--- config.mk ---
export PLATFORM = sky130hd
export DESIGN_NAME = fcamc_cfg
export DESIGN_NICKNAME = d
export VERILOG_FILES = /design/src/rtl/fcamc_cfg.v
export VERILOG_INCLUDE_DIRS = /design/src /design/src/rtl
export SDC_FILE = /design/constraint.sdc
export NUM_CORES = 1
export LEC_CHECK = 0
export BUFFER_PORTS_ARGS = -buffer_cell sky130_fd_sc_hd__clkbuf_2
export CORE_MARGIN = 2
export CORE_UTILIZATION = 50
export CTS_BUF_LIST = sky130_fd_sc_hd__clkbuf_8
export CTS_CLUSTER_DIAMETER = 50
export CTS_CLUSTER_SIZE = 28
export DETAILED_ROUTE_END_ITERATION = 10
export PLACE_DENSITY = 0.75
export SLEW_MARGIN = 20
export SYNTH_ARGS = -nofsm -noshare
export SYNTH_HDL_FRONTEND = slang
export SYNTH_SLANG_ARGS = --single-unit
--- constraint.sdc ---
create_clock -name clk -period 3.7 [get_ports clk]
set_input_delay 0.185 -clock clk [delete_from_list [all_inputs] [get_ports clk]]
set_output_delay 0.185 -clock clk [all_outputs]
set_load 0.02 [all_outputs]
--- src/rtl/fcamc_regs.vh ---
// Register offsets, field positions, reset values and timing counts
// Assumes inclusion by the FIFO content and aux master register slice
`ifndef FCAMC_REGS_VH
`define FCAMC_REGS_VH

// ----------------------------------------
// Offsets
// ----------------------------------------
`define FCAMC_OFS_AUX_RATE 8'h44
`define FCAMC_OFS_FIFO_CFG 8'h49
`define FCAMC_OFS_SLV_ADDR 8'h4b
`define FCAMC_OFS_AUX_SET 8'h4c
`define FCAMC_OFS_FETCH_PTR 8'h4d
`define FCAMC_OFS_STORE_PTR 8'h4e
`define FCAMC_OFS_OUT_BYTE 8'h4f

// ----------------------------------------
// Reset values
// ----------------------------------------
`define FCAMC_RST_AUX_RATE 8'h46
`define FCAMC_RST_FIFO_CFG 8'h10
`define FCAMC_RST_SLV_ADDR 8'h20
`define FCAMC_RST_AUX_SET 8'h83
`define FCAMC_RST_FETCH_PTR 8'h42
`define FCAMC_RST_STORE_PTR 8'h4c
`define FCAMC_RST_OUT_BYTE 8'h02

// ----------------------------------------
// Writable bit masks
// ----------------------------------------
`define FCAMC_MSK_FIFO_CFG 8'h7c
`define FCAMC_MSK_SLV_ADDR 8'hfe
`define FCAMC_MSK_AUX_SET 8'h83

// ----------------------------------------
// Field positions
// ----------------------------------------
`define FCAMC_BIT_ACC_EN 6
`define FCAMC_BIT_AUX_EN 5
`define FCAMC_BIT_HDR_EN 4
`define FCAMC_BIT_TAG1_EN 3
`define FCAMC_BIT_TAG2_EN 2
`define FCAMC_BIT_MANUAL 7

// ----------------------------------------
// Rate codes and timing
// ----------------------------------------
`define FCAMC_RATE_MIN 4'h1
`define FCAMC_RATE_MAX 4'hb
`define FCAMC_CLK_HZ 100000000
// Cycles of the fastest poll rate, 800 Hz
`define FCAMC_POLL_800_CYC (`FCAMC_CLK_HZ / 800)

`endif

--- src/rtl/fcamc_cfg.v ---
// FIFO frame content and auxiliary master configuration registers
// Assumes a register port on the same clock; aux engine and FIFO outside
// Contract
// RQ1: FIFO content register resets 0x10; enables at bits 6..2, rest reserved.
// RQ2: Header enable stores a header per frame; off needs equal sensor rates.
// RQ3: Aux enable stores all three aux axes; off stores none.
// RQ4: Accel enable stores all three accel axes; off stores none.
// RQ5: Line-1 tag enable turns line-1 tagging on or off, reset off.
// RQ6: Line-2 tag enable turns line-2 tagging on or off, reset off.
// RQ7: Slave address in bits 7..1, bit 0 reserved, reset 0x20, used by master.
// RQ8: Burst codes 0..3 give 1, 2, 6, 8 bytes.
// RQ9: Manual bit set means setup mode, clear means data mode.
// RQ10: Aux settings reset 0x83, bits 6..2 reserved.
// RQ11: Read pointer register, 8 bits, reset 0x42.
// RQ12: Write pointer register, 8 bits, reset 0x4c.
// RQ13: Write data register, 8 bits, reset 0x02.
// RQ14: Rate field polls aux sensor, codes 1..11 valid, others reserved.
// RQ15: Reserved bits read zero and ignore writes.
// RQ16: In setup mode a data write starts one aux write; polling only in data mode.

// Macros are needed by the parameter default, so they come before the header
`include "fcamc_regs.vh"

module fcamc_cfg #(
	parameter POLL_BASE_CYC = `FCAMC_POLL_800_CYC
)
(
	// Clock and reset
	input wire clk,
	input wire sys_rst,
	// Register port
	input wire reg_wr,
	input wire reg_rd,
	input wire [7:0] reg_addr,
	input wire [7:0] reg_wdata,
	output reg [7:0] reg_rdata,
	// FIFO frame controls
	output wire buffer_acc_store,
	output wire buffer_aux_store,
	output wire buffer_header_store,
	output wire buffer_line1_marker_on,
	output wire buffer_line2_marker_on,
	// Aux master controls
	output wire [6:0] aux_slave_addr,
	output reg [3:0] aux_burst_bytes,
	output wire aux_setup_mode,
	output wire [7:0] aux_read_reg,
	output wire [7:0] aux_write_reg,
	output wire [7:0] aux_write_byte,
	output reg aux_write_start,
	output reg aux_poll_start,
	input wire aux_busy
);

// ----------------------------------------
// Burst decode
// ----------------------------------------
localparam [1:0] run_one_byte = 2'h0;
localparam [1:0] run_two_bytes = 2'h1;
localparam [1:0] run_six_bytes = 2'h2;
localparam [1:0] run_eight_bytes = 2'h3;

function [3:0] burst_len;
	input [1:0] code;
	begin
		case (code)
			run_one_byte:
			begin
				burst_len = 4'h1;
			end
			run_two_bytes:
			begin
				burst_len = 4'h2;
			end
			run_six_bytes:
			begin
				burst_len = 4'h6;
			end
			run_eight_bytes:
			begin
				burst_len = 4'h8;
			end
			default:
			begin
				burst_len = 4'h8;
			end
		endcase
	end
endfunction

// Divider from 800 Hz: 2^(11-code) periods
function [11:0] rate_div;
	input [3:0] code;
	begin
		if (code >= `FCAMC_RATE_MIN && code <= `FCAMC_RATE_MAX)
			rate_div = 12'h001 << (`FCAMC_RATE_MAX - code);
		else
			rate_div = 12'h000;
	end
endfunction

// ----------------------------------------
// Registers
// ----------------------------------------
reg [7:0] fifo_frame_content_cfg;
reg [7:0] aux_slave_bus_address;
reg [7:0] aux_master_settings;
reg [7:0] aux_fetch_pointer;
reg [7:0] aux_store_pointer;
reg [7:0] aux_outgoing_byte;
reg [7:0] aux_poll_rate;

wire wr_out = reg_wr && reg_addr == `FCAMC_OFS_OUT_BYTE;

always @(posedge clk or posedge sys_rst)
begin
	if (sys_rst)
	begin
		fifo_frame_content_cfg <= `FCAMC_RST_FIFO_CFG; // [RQ1] [RQ5] [RQ6]
		aux_slave_bus_address <= `FCAMC_RST_SLV_ADDR; // [RQ7]
		aux_master_settings <= `FCAMC_RST_AUX_SET; // [RQ10]
		aux_fetch_pointer <= `FCAMC_RST_FETCH_PTR; // [RQ11]
		aux_store_pointer <= `FCAMC_RST_STORE_PTR; // [RQ12]
		aux_outgoing_byte <= `FCAMC_RST_OUT_BYTE; // [RQ13]
		aux_poll_rate <= `FCAMC_RST_AUX_RATE;
	end
	else if (reg_wr)
	begin
		// Masks keep reserved bits at zero
		case (reg_addr)
			`FCAMC_OFS_FIFO_CFG:
			begin
				fifo_frame_content_cfg <= reg_wdata & `FCAMC_MSK_FIFO_CFG; // [RQ15]
			end
			`FCAMC_OFS_SLV_ADDR:
			begin
				aux_slave_bus_address <= reg_wdata & `FCAMC_MSK_SLV_ADDR; // [RQ15]
			end
			`FCAMC_OFS_AUX_SET:
			begin
				aux_master_settings <= reg_wdata & `FCAMC_MSK_AUX_SET; // [RQ15]
			end
			`FCAMC_OFS_FETCH_PTR:
			begin
				aux_fetch_pointer <= reg_wdata; // [RQ11]
			end
			`FCAMC_OFS_STORE_PTR:
			begin
				aux_store_pointer <= reg_wdata; // [RQ12]
			end
			`FCAMC_OFS_OUT_BYTE:
			begin
				aux_outgoing_byte <= reg_wdata; // [RQ13]
			end
			`FCAMC_OFS_AUX_RATE:
			begin
				aux_poll_rate <= reg_wdata; // [RQ14]
			end
			default:
			begin
				// Unmapped offsets are ignored
				aux_poll_rate <= aux_poll_rate;
			end
		endcase
	end
end

// ----------------------------------------
// Read back
// ----------------------------------------
always @(posedge clk or posedge sys_rst)
begin
	if (sys_rst)
		reg_rdata <= 8'h00;
	else if (reg_rd)
	begin
		case (reg_addr)
			`FCAMC_OFS_FIFO_CFG:
			begin
				reg_rdata <= fifo_frame_content_cfg; // [RQ15]
			end
			`FCAMC_OFS_SLV_ADDR:
			begin
				reg_rdata <= aux_slave_bus_address; // [RQ15]
			end
			`FCAMC_OFS_AUX_SET:
			begin
				reg_rdata <= aux_master_settings; // [RQ15]
			end
			`FCAMC_OFS_FETCH_PTR:
			begin
				reg_rdata <= aux_fetch_pointer;
			end
			`FCAMC_OFS_STORE_PTR:
			begin
				reg_rdata <= aux_store_pointer;
			end
			`FCAMC_OFS_OUT_BYTE:
			begin
				reg_rdata <= aux_outgoing_byte;
			end
			`FCAMC_OFS_AUX_RATE:
			begin
				reg_rdata <= aux_poll_rate;
			end
			default:
			begin
				reg_rdata <= 8'h00;
			end
		endcase
	end
end

// ----------------------------------------
// Field outputs
// ----------------------------------------
assign buffer_acc_store = fifo_frame_content_cfg[`FCAMC_BIT_ACC_EN]; // [RQ4]
assign buffer_aux_store = fifo_frame_content_cfg[`FCAMC_BIT_AUX_EN]; // [RQ3]
// Equal sensor rates without header are software's duty
assign buffer_header_store = fifo_frame_content_cfg[`FCAMC_BIT_HDR_EN]; // [RQ2]
assign buffer_line1_marker_on = fifo_frame_content_cfg[`FCAMC_BIT_TAG1_EN]; // [RQ5]
assign buffer_line2_marker_on = fifo_frame_content_cfg[`FCAMC_BIT_TAG2_EN]; // [RQ6]
assign aux_slave_addr = aux_slave_bus_address[7:1]; // [RQ7]
assign aux_setup_mode = aux_master_settings[`FCAMC_BIT_MANUAL]; // [RQ9]
assign aux_read_reg = aux_fetch_pointer;
assign aux_write_reg = aux_store_pointer;
assign aux_write_byte = aux_outgoing_byte;

// Registered decode costs one cycle of lag but keeps the output glitch free
always @(posedge clk or posedge sys_rst)
begin
	if (sys_rst)
	begin
		aux_burst_bytes <= 4'h8;
	end
	else
	begin
		aux_burst_bytes <= burst_len(aux_master_settings[1:0]); // [RQ8]
	end
end

// ----------------------------------------
// Manual write
// ----------------------------------------
reg write_pend;

always @(posedge clk or posedge sys_rst)
begin
	if (sys_rst)
	begin
		write_pend <= 1'b0;
		aux_write_start <= 1'b0;
	end
	else
	begin
		aux_write_start <= 1'b0;
		// A write held while busy is issued later, not dropped
		if (wr_out && aux_setup_mode)
		begin
			write_pend <= 1'b1; // [RQ16]
		end
		else if (write_pend && !aux_busy)
		begin
			write_pend <= 1'b0;
			aux_write_start <= 1'b1; // [RQ16]
		end
	end
end

// ----------------------------------------
// Poll base counter
// ----------------------------------------
localparam [31:0] BASE_LAST = POLL_BASE_CYC - 1;
reg [31:0] base_cnt;
wire base_tick = base_cnt == BASE_LAST;

always @(posedge clk or posedge sys_rst)
begin
	if (sys_rst)
	begin
		base_cnt <= 32'h0;
	end
	else if (base_tick)
	begin
		base_cnt <= 32'h0;
	end
	else
	begin
		base_cnt <= base_cnt + 32'h1;
	end
end

// ----------------------------------------
// Poll timer
// ----------------------------------------
reg [11:0] tick_cnt;
wire [11:0] div = rate_div(aux_poll_rate[3:0]);

always @(posedge clk or posedge sys_rst)
begin
	if (sys_rst)
	begin
		tick_cnt <= 12'h000;
		aux_poll_start <= 1'b0;
	end
	else
	begin
		aux_poll_start <= 1'b0;
		// Reserved rate codes stop polling rather than guess a rate
		if (aux_setup_mode || div == 12'h000)
		begin
			tick_cnt <= 12'h000; // [RQ14] [RQ16]
		end
		else if (base_tick)
		begin
			if (tick_cnt + 12'h001 >= div)
			begin
				tick_cnt <= 12'h000;
				// A busy engine skips this poll; the next one comes a period later
				aux_poll_start <= !aux_busy; // [RQ14]
			end
			else
			begin
				tick_cnt <= tick_cnt + 12'h001;
			end
		end
	end
end

endmodule

==> metrics list <==
- Counting distinct cell types in the post-synthesis netlist gives 52.
- For this design the ratio of total power to cell area is 350.0 nW/µm².
- TritonCTS built the clock tree.
- In this run switching power makes up 28.14% of total power.
* Fin crit period: 3.219 ns
* Sequential power share: 57.6%
* Most frequent cell after synthesis: sky130_fd_sc_hd__dfrtp_1
* Type of the worst min-delay path: in -> reg
- RePlAce Congestion: 0.8495
* Setup Buffers After CTS: 0
- Most used routing layer in global routing: met2
* Sum of negative setup slack: 0 ns
- Net switching component of the power: 596.1 µW
* Nature of the critical path endpoint: register
* Slowest cell on the critical path: sky130_fd_sc_hd__dfstp_2
- Via count of the first global-routing pass: 3940
- Hold Buf Count CTS: 1
- After the first detailed-routing iteration, the DRC count stood at 175.
* GRT met1 Usage: 28.70%
- Fill cell count: 888
- Of the cells placed in the final design, the portion with a size suffix greater than 1 is 28.95%.
* Cell internal power dissipation: 1.522 mW
* Post-Route WL: 11.75 mm
* Source-to-sink clock delay at the later pin of the worst-skew pair: 0.39 ns
- Dividing the detail-routed via count by the number of cells gives 5.715.
* Number of I/O pins: 72
- Max-cap violations in this run came to 0.
- The critical path in this run is classified as reg -> reg.
- Logic gate share of total power: 9.1%
* TritonCTS buffer count: 9
* Floorplan die height: 107.3 µm
- Pin count of the biggest net entering global routing: 57
* Most instantiated cells after synthesis: 91 x sky130_fd_sc_hd__dfrtp_1, 45 x sky130_fd_sc_hd__mux2_2, 45 x sky130_fd_sc_hd__nand2_1
- Most area-hungry cell type in the Yosys netlist: sky130_fd_sc_hd__dfrtp_1
- The first global-routing pass estimated 19.68 mm of wire.
- Leading registers by flop count: base_cnt (32), tick_cnt (12)
- Slowest stage delay, CP: 0.62 ns
* Routing usage on met2: 35.13%
- For the pin with the worst max-slew slack, the measured transition is 0.7468 ns.
* Remaining antenna violation count: 0
- In the post-route analysis, the smallest setup slack over all paths is 0.4811 ns.
* Flip-flop count of the largest register after layout: 32
- The number of pins with negative max-slew slack in the final report is 0.
* FF+latch count, synth: 106
- In the final routed layout, each cell accounts on average for 16.65 µm.
* Cts repair resizes: 0
- STA puts the critical path data required time at 4.00 ns.
- Across every metal layer, demand over resource in global routing totals 21.69%.
- At the placement stage, the worst setup path has a slack of 0.5575 ns.
* Outcome: finished clean
* Yosys warns: 0
- At the worst endpoint, the arrival time is 3.52 ns.
- CTS HTree Levels: 3
- In this run the core area contains 37 standard-cell rows.
- Vias: 4035
* Leading cell types by total area after synthesis: sky130_fd_sc_hd__dfrtp_1 43%, sky130_fd_sc_hd__mux2_2 9.5%, sky130_fd_sc_hd__dfstp_2 7.4%
- Crit path max fanout: 9
- Count of unresolved DRC violations after routing: 0
- Pre-Repair DR Iteration Count: 4
* Final setup viols: 0
* Antenna violations before repair: 0
* Die Span X: 107.3 µm
* Post-route total power: 2.118 mW
- In this run the static leakage power is 2.825 nW.
- Number of buffers between clock root and the deepest sink: 2
- The net count of the finished layout is 606.
- Count of inserted antenna diode cells: 0
- The area growth from synthesis to layout is 13.46%.
- In this run the mean area of a mapped cell was 10.91 µm².
- Setup repair after global routing missed its margin: false
- Root buffer selected by CTS: sky130_fd_sc_hd__clkbuf_8
* CTS clock-pin slew for the worst setup and hold paths: 0.11 ns
- Fin cells: 706
- The number of placed instances, taps included, is 689.
- The clock network accounts for 33.3% of the total power.
* Worst supply voltage drop on vdd: 0.0002436 V
* Post-Route Skew: 0.01164 ns
- Share of the core filled with cells in the final layout: 58.62%
* Hpwl dp: 8.748 mm
- After synthesis the cells add up to 5334 µm².
* Count of final hold-check violations: 0
- Number of nets in the synthesized netlist: 530
- Share of synthesized flip-flops with an asynchronous set or reset: 100.0%
- Derived from the worst setup path, the maximum achievable clock frequency is 0.3107 GHz.
* Share of Yosys cell area claimed by the top area cell type: 42.69%
- Cell-by-cell listing of the critical path: inv_1 > ha_1 > a21oi_1 > and3_1 > nand2_1 > ha_1 > a211oi_1 > o21ai_0 > a21oi_1 > o211ai_1 > or2_4 > o21ai_0
- Of the synthesized area, sequential elements account for 50.08%.
* Die footprint: 11510 µm²
* Final Cycle Share: 87.00%
* Count of clock tree sinks: 106
- The register with the most flip-flops in the final layout is base_cnt.
- Sum of overflow across all layers after global routing: 0
- Number of synthesized flops with an enable pin: 0
* Core area: 10320 µm²
- Worst slew margin relative to its limit: 49.99%
* Post-Synthesis Cells: 489
* IO buf count: 71
* CP Launch Type: register
* Most frequently used flop master after synthesis: sky130_fd_sc_hd__dfrtp_1
* Starting density of the core: 51.67%
* Met3 capacity usage during global routing: 4.843%
## path summary, 6_finish.rpt
path	start	to	slack [ns]	cells after the start
setup reg to reg	aux_poll_rate[2]$_DFFE_PP1P_	tick_cnt[6]$_DFFE_PP0P_	0.48	12
hold / removal	aux_busy	aux_poll_start$_DFF_PP0_	0.04	2
hold reg to reg	write_pend$_DFFE_PP0P_	write_pend$_DFFE_PP0P_	0.49	2
setup / recovery	aux_poll_rate[2]$_DFFE_PP1P_	tick_cnt[6]$_DFFE_PP0P_	0.48	12
max in group asynchronous	sys_rst	aux_poll_rate[2]$_DFFE_PP1P_	2.36	4
min in group asynchronous	sys_rst	aux_burst_bytes[0]$_DFF_PP0_	0.45	3
## per-stage QoR
stage	cell area, µm²	hold slack (ns)
after floorplan	5334	0.2559
after global placement	5848	0.3309
after detailed placement	5848	0.3443
after CTS	6052	0.01637
after global routing	6052	0.02574
final	6052	0.03829
## placed cells by master, fill, tap and decap left out, types with 13 or more instances in the layout
cell type                  Yosys  routed
sky130_fd_sc_hd__o21ai_0      19      19
sky130_fd_sc_hd__mux2_2       45      45
sky130_fd_sc_hd__xnor2_1      23      23
sky130_fd_sc_hd__nand2_1      45      45
sky130_fd_sc_hd__ha_1         20      20
sky130_fd_sc_hd__inv_1        14      13
sky130_fd_sc_hd__dfrtp_1      91      91
sky130_fd_sc_hd__dfstp_2      15      15
sky130_fd_sc_hd__nor2_1       26      26
sky130_fd_sc_hd__clkbuf_2      0      71
sky130_fd_sc_hd__nand3_1      30      30
## final cells by class
class                      instances  area (µm²)  area share [%]
sequential                       106        2671           44.14
multi-input combinational        358        2566           42.40
timing repair buffer              76       395.4           6.533
tap                              136       170.2           2.812
clock buffer                       9       123.9           2.047
clock inverter                     7       70.07           1.158
inverter                          14       55.05          0.9097
## critical path, delay by kind of cell (launching register included)
family,cells,cell delay [ns]
AOI/OAI and AO/OA,6,1.24
and+or+nand+nor,3,0.69
DFF,1,0.62
adders and majority gates,2,0.49
buffers and inverters,1,0.09
## power by group through the flow
| stage | sequential (mW) | clock [mW] | combinational, mW |
|---|---|---|---|
| floorplan | 1.27 | 0 | 0.0922 |
| global placement | 1.24 | 0 | 0.189 |
| detailed placement | 1.24 | 0 | 0.193 |
| CTS | 1.22 | 0.727 | 0.195 |
| global route | 1.22 | 0.766 | 0.211 |
| finish | 1.22 | 0.705 | 0.193 |
## cells by family after synthesis
logic type / share of synthesized area (%)
multiplexers: 10.81
XOR/XNOR: 5.583
adder cells (fa/ha/maj): 4.692
flip-flops: 50.08
AO/OA/AOI/OAI: 9.290
AND/OR/NAND/NOR: 17.73
buffers and inverters: 1.806
## per-layer routing
metal  part of all wire, %  vias up  routed length [µm]
li1                      -     1915                   -
met1                    45     2001                5249
met2                    49       97                5736
met3                   4.4       22                 521
met4                   2.1        0                 244
met5                     0        -                   0
Note: power is estimated with default switching activity, not from simulation.
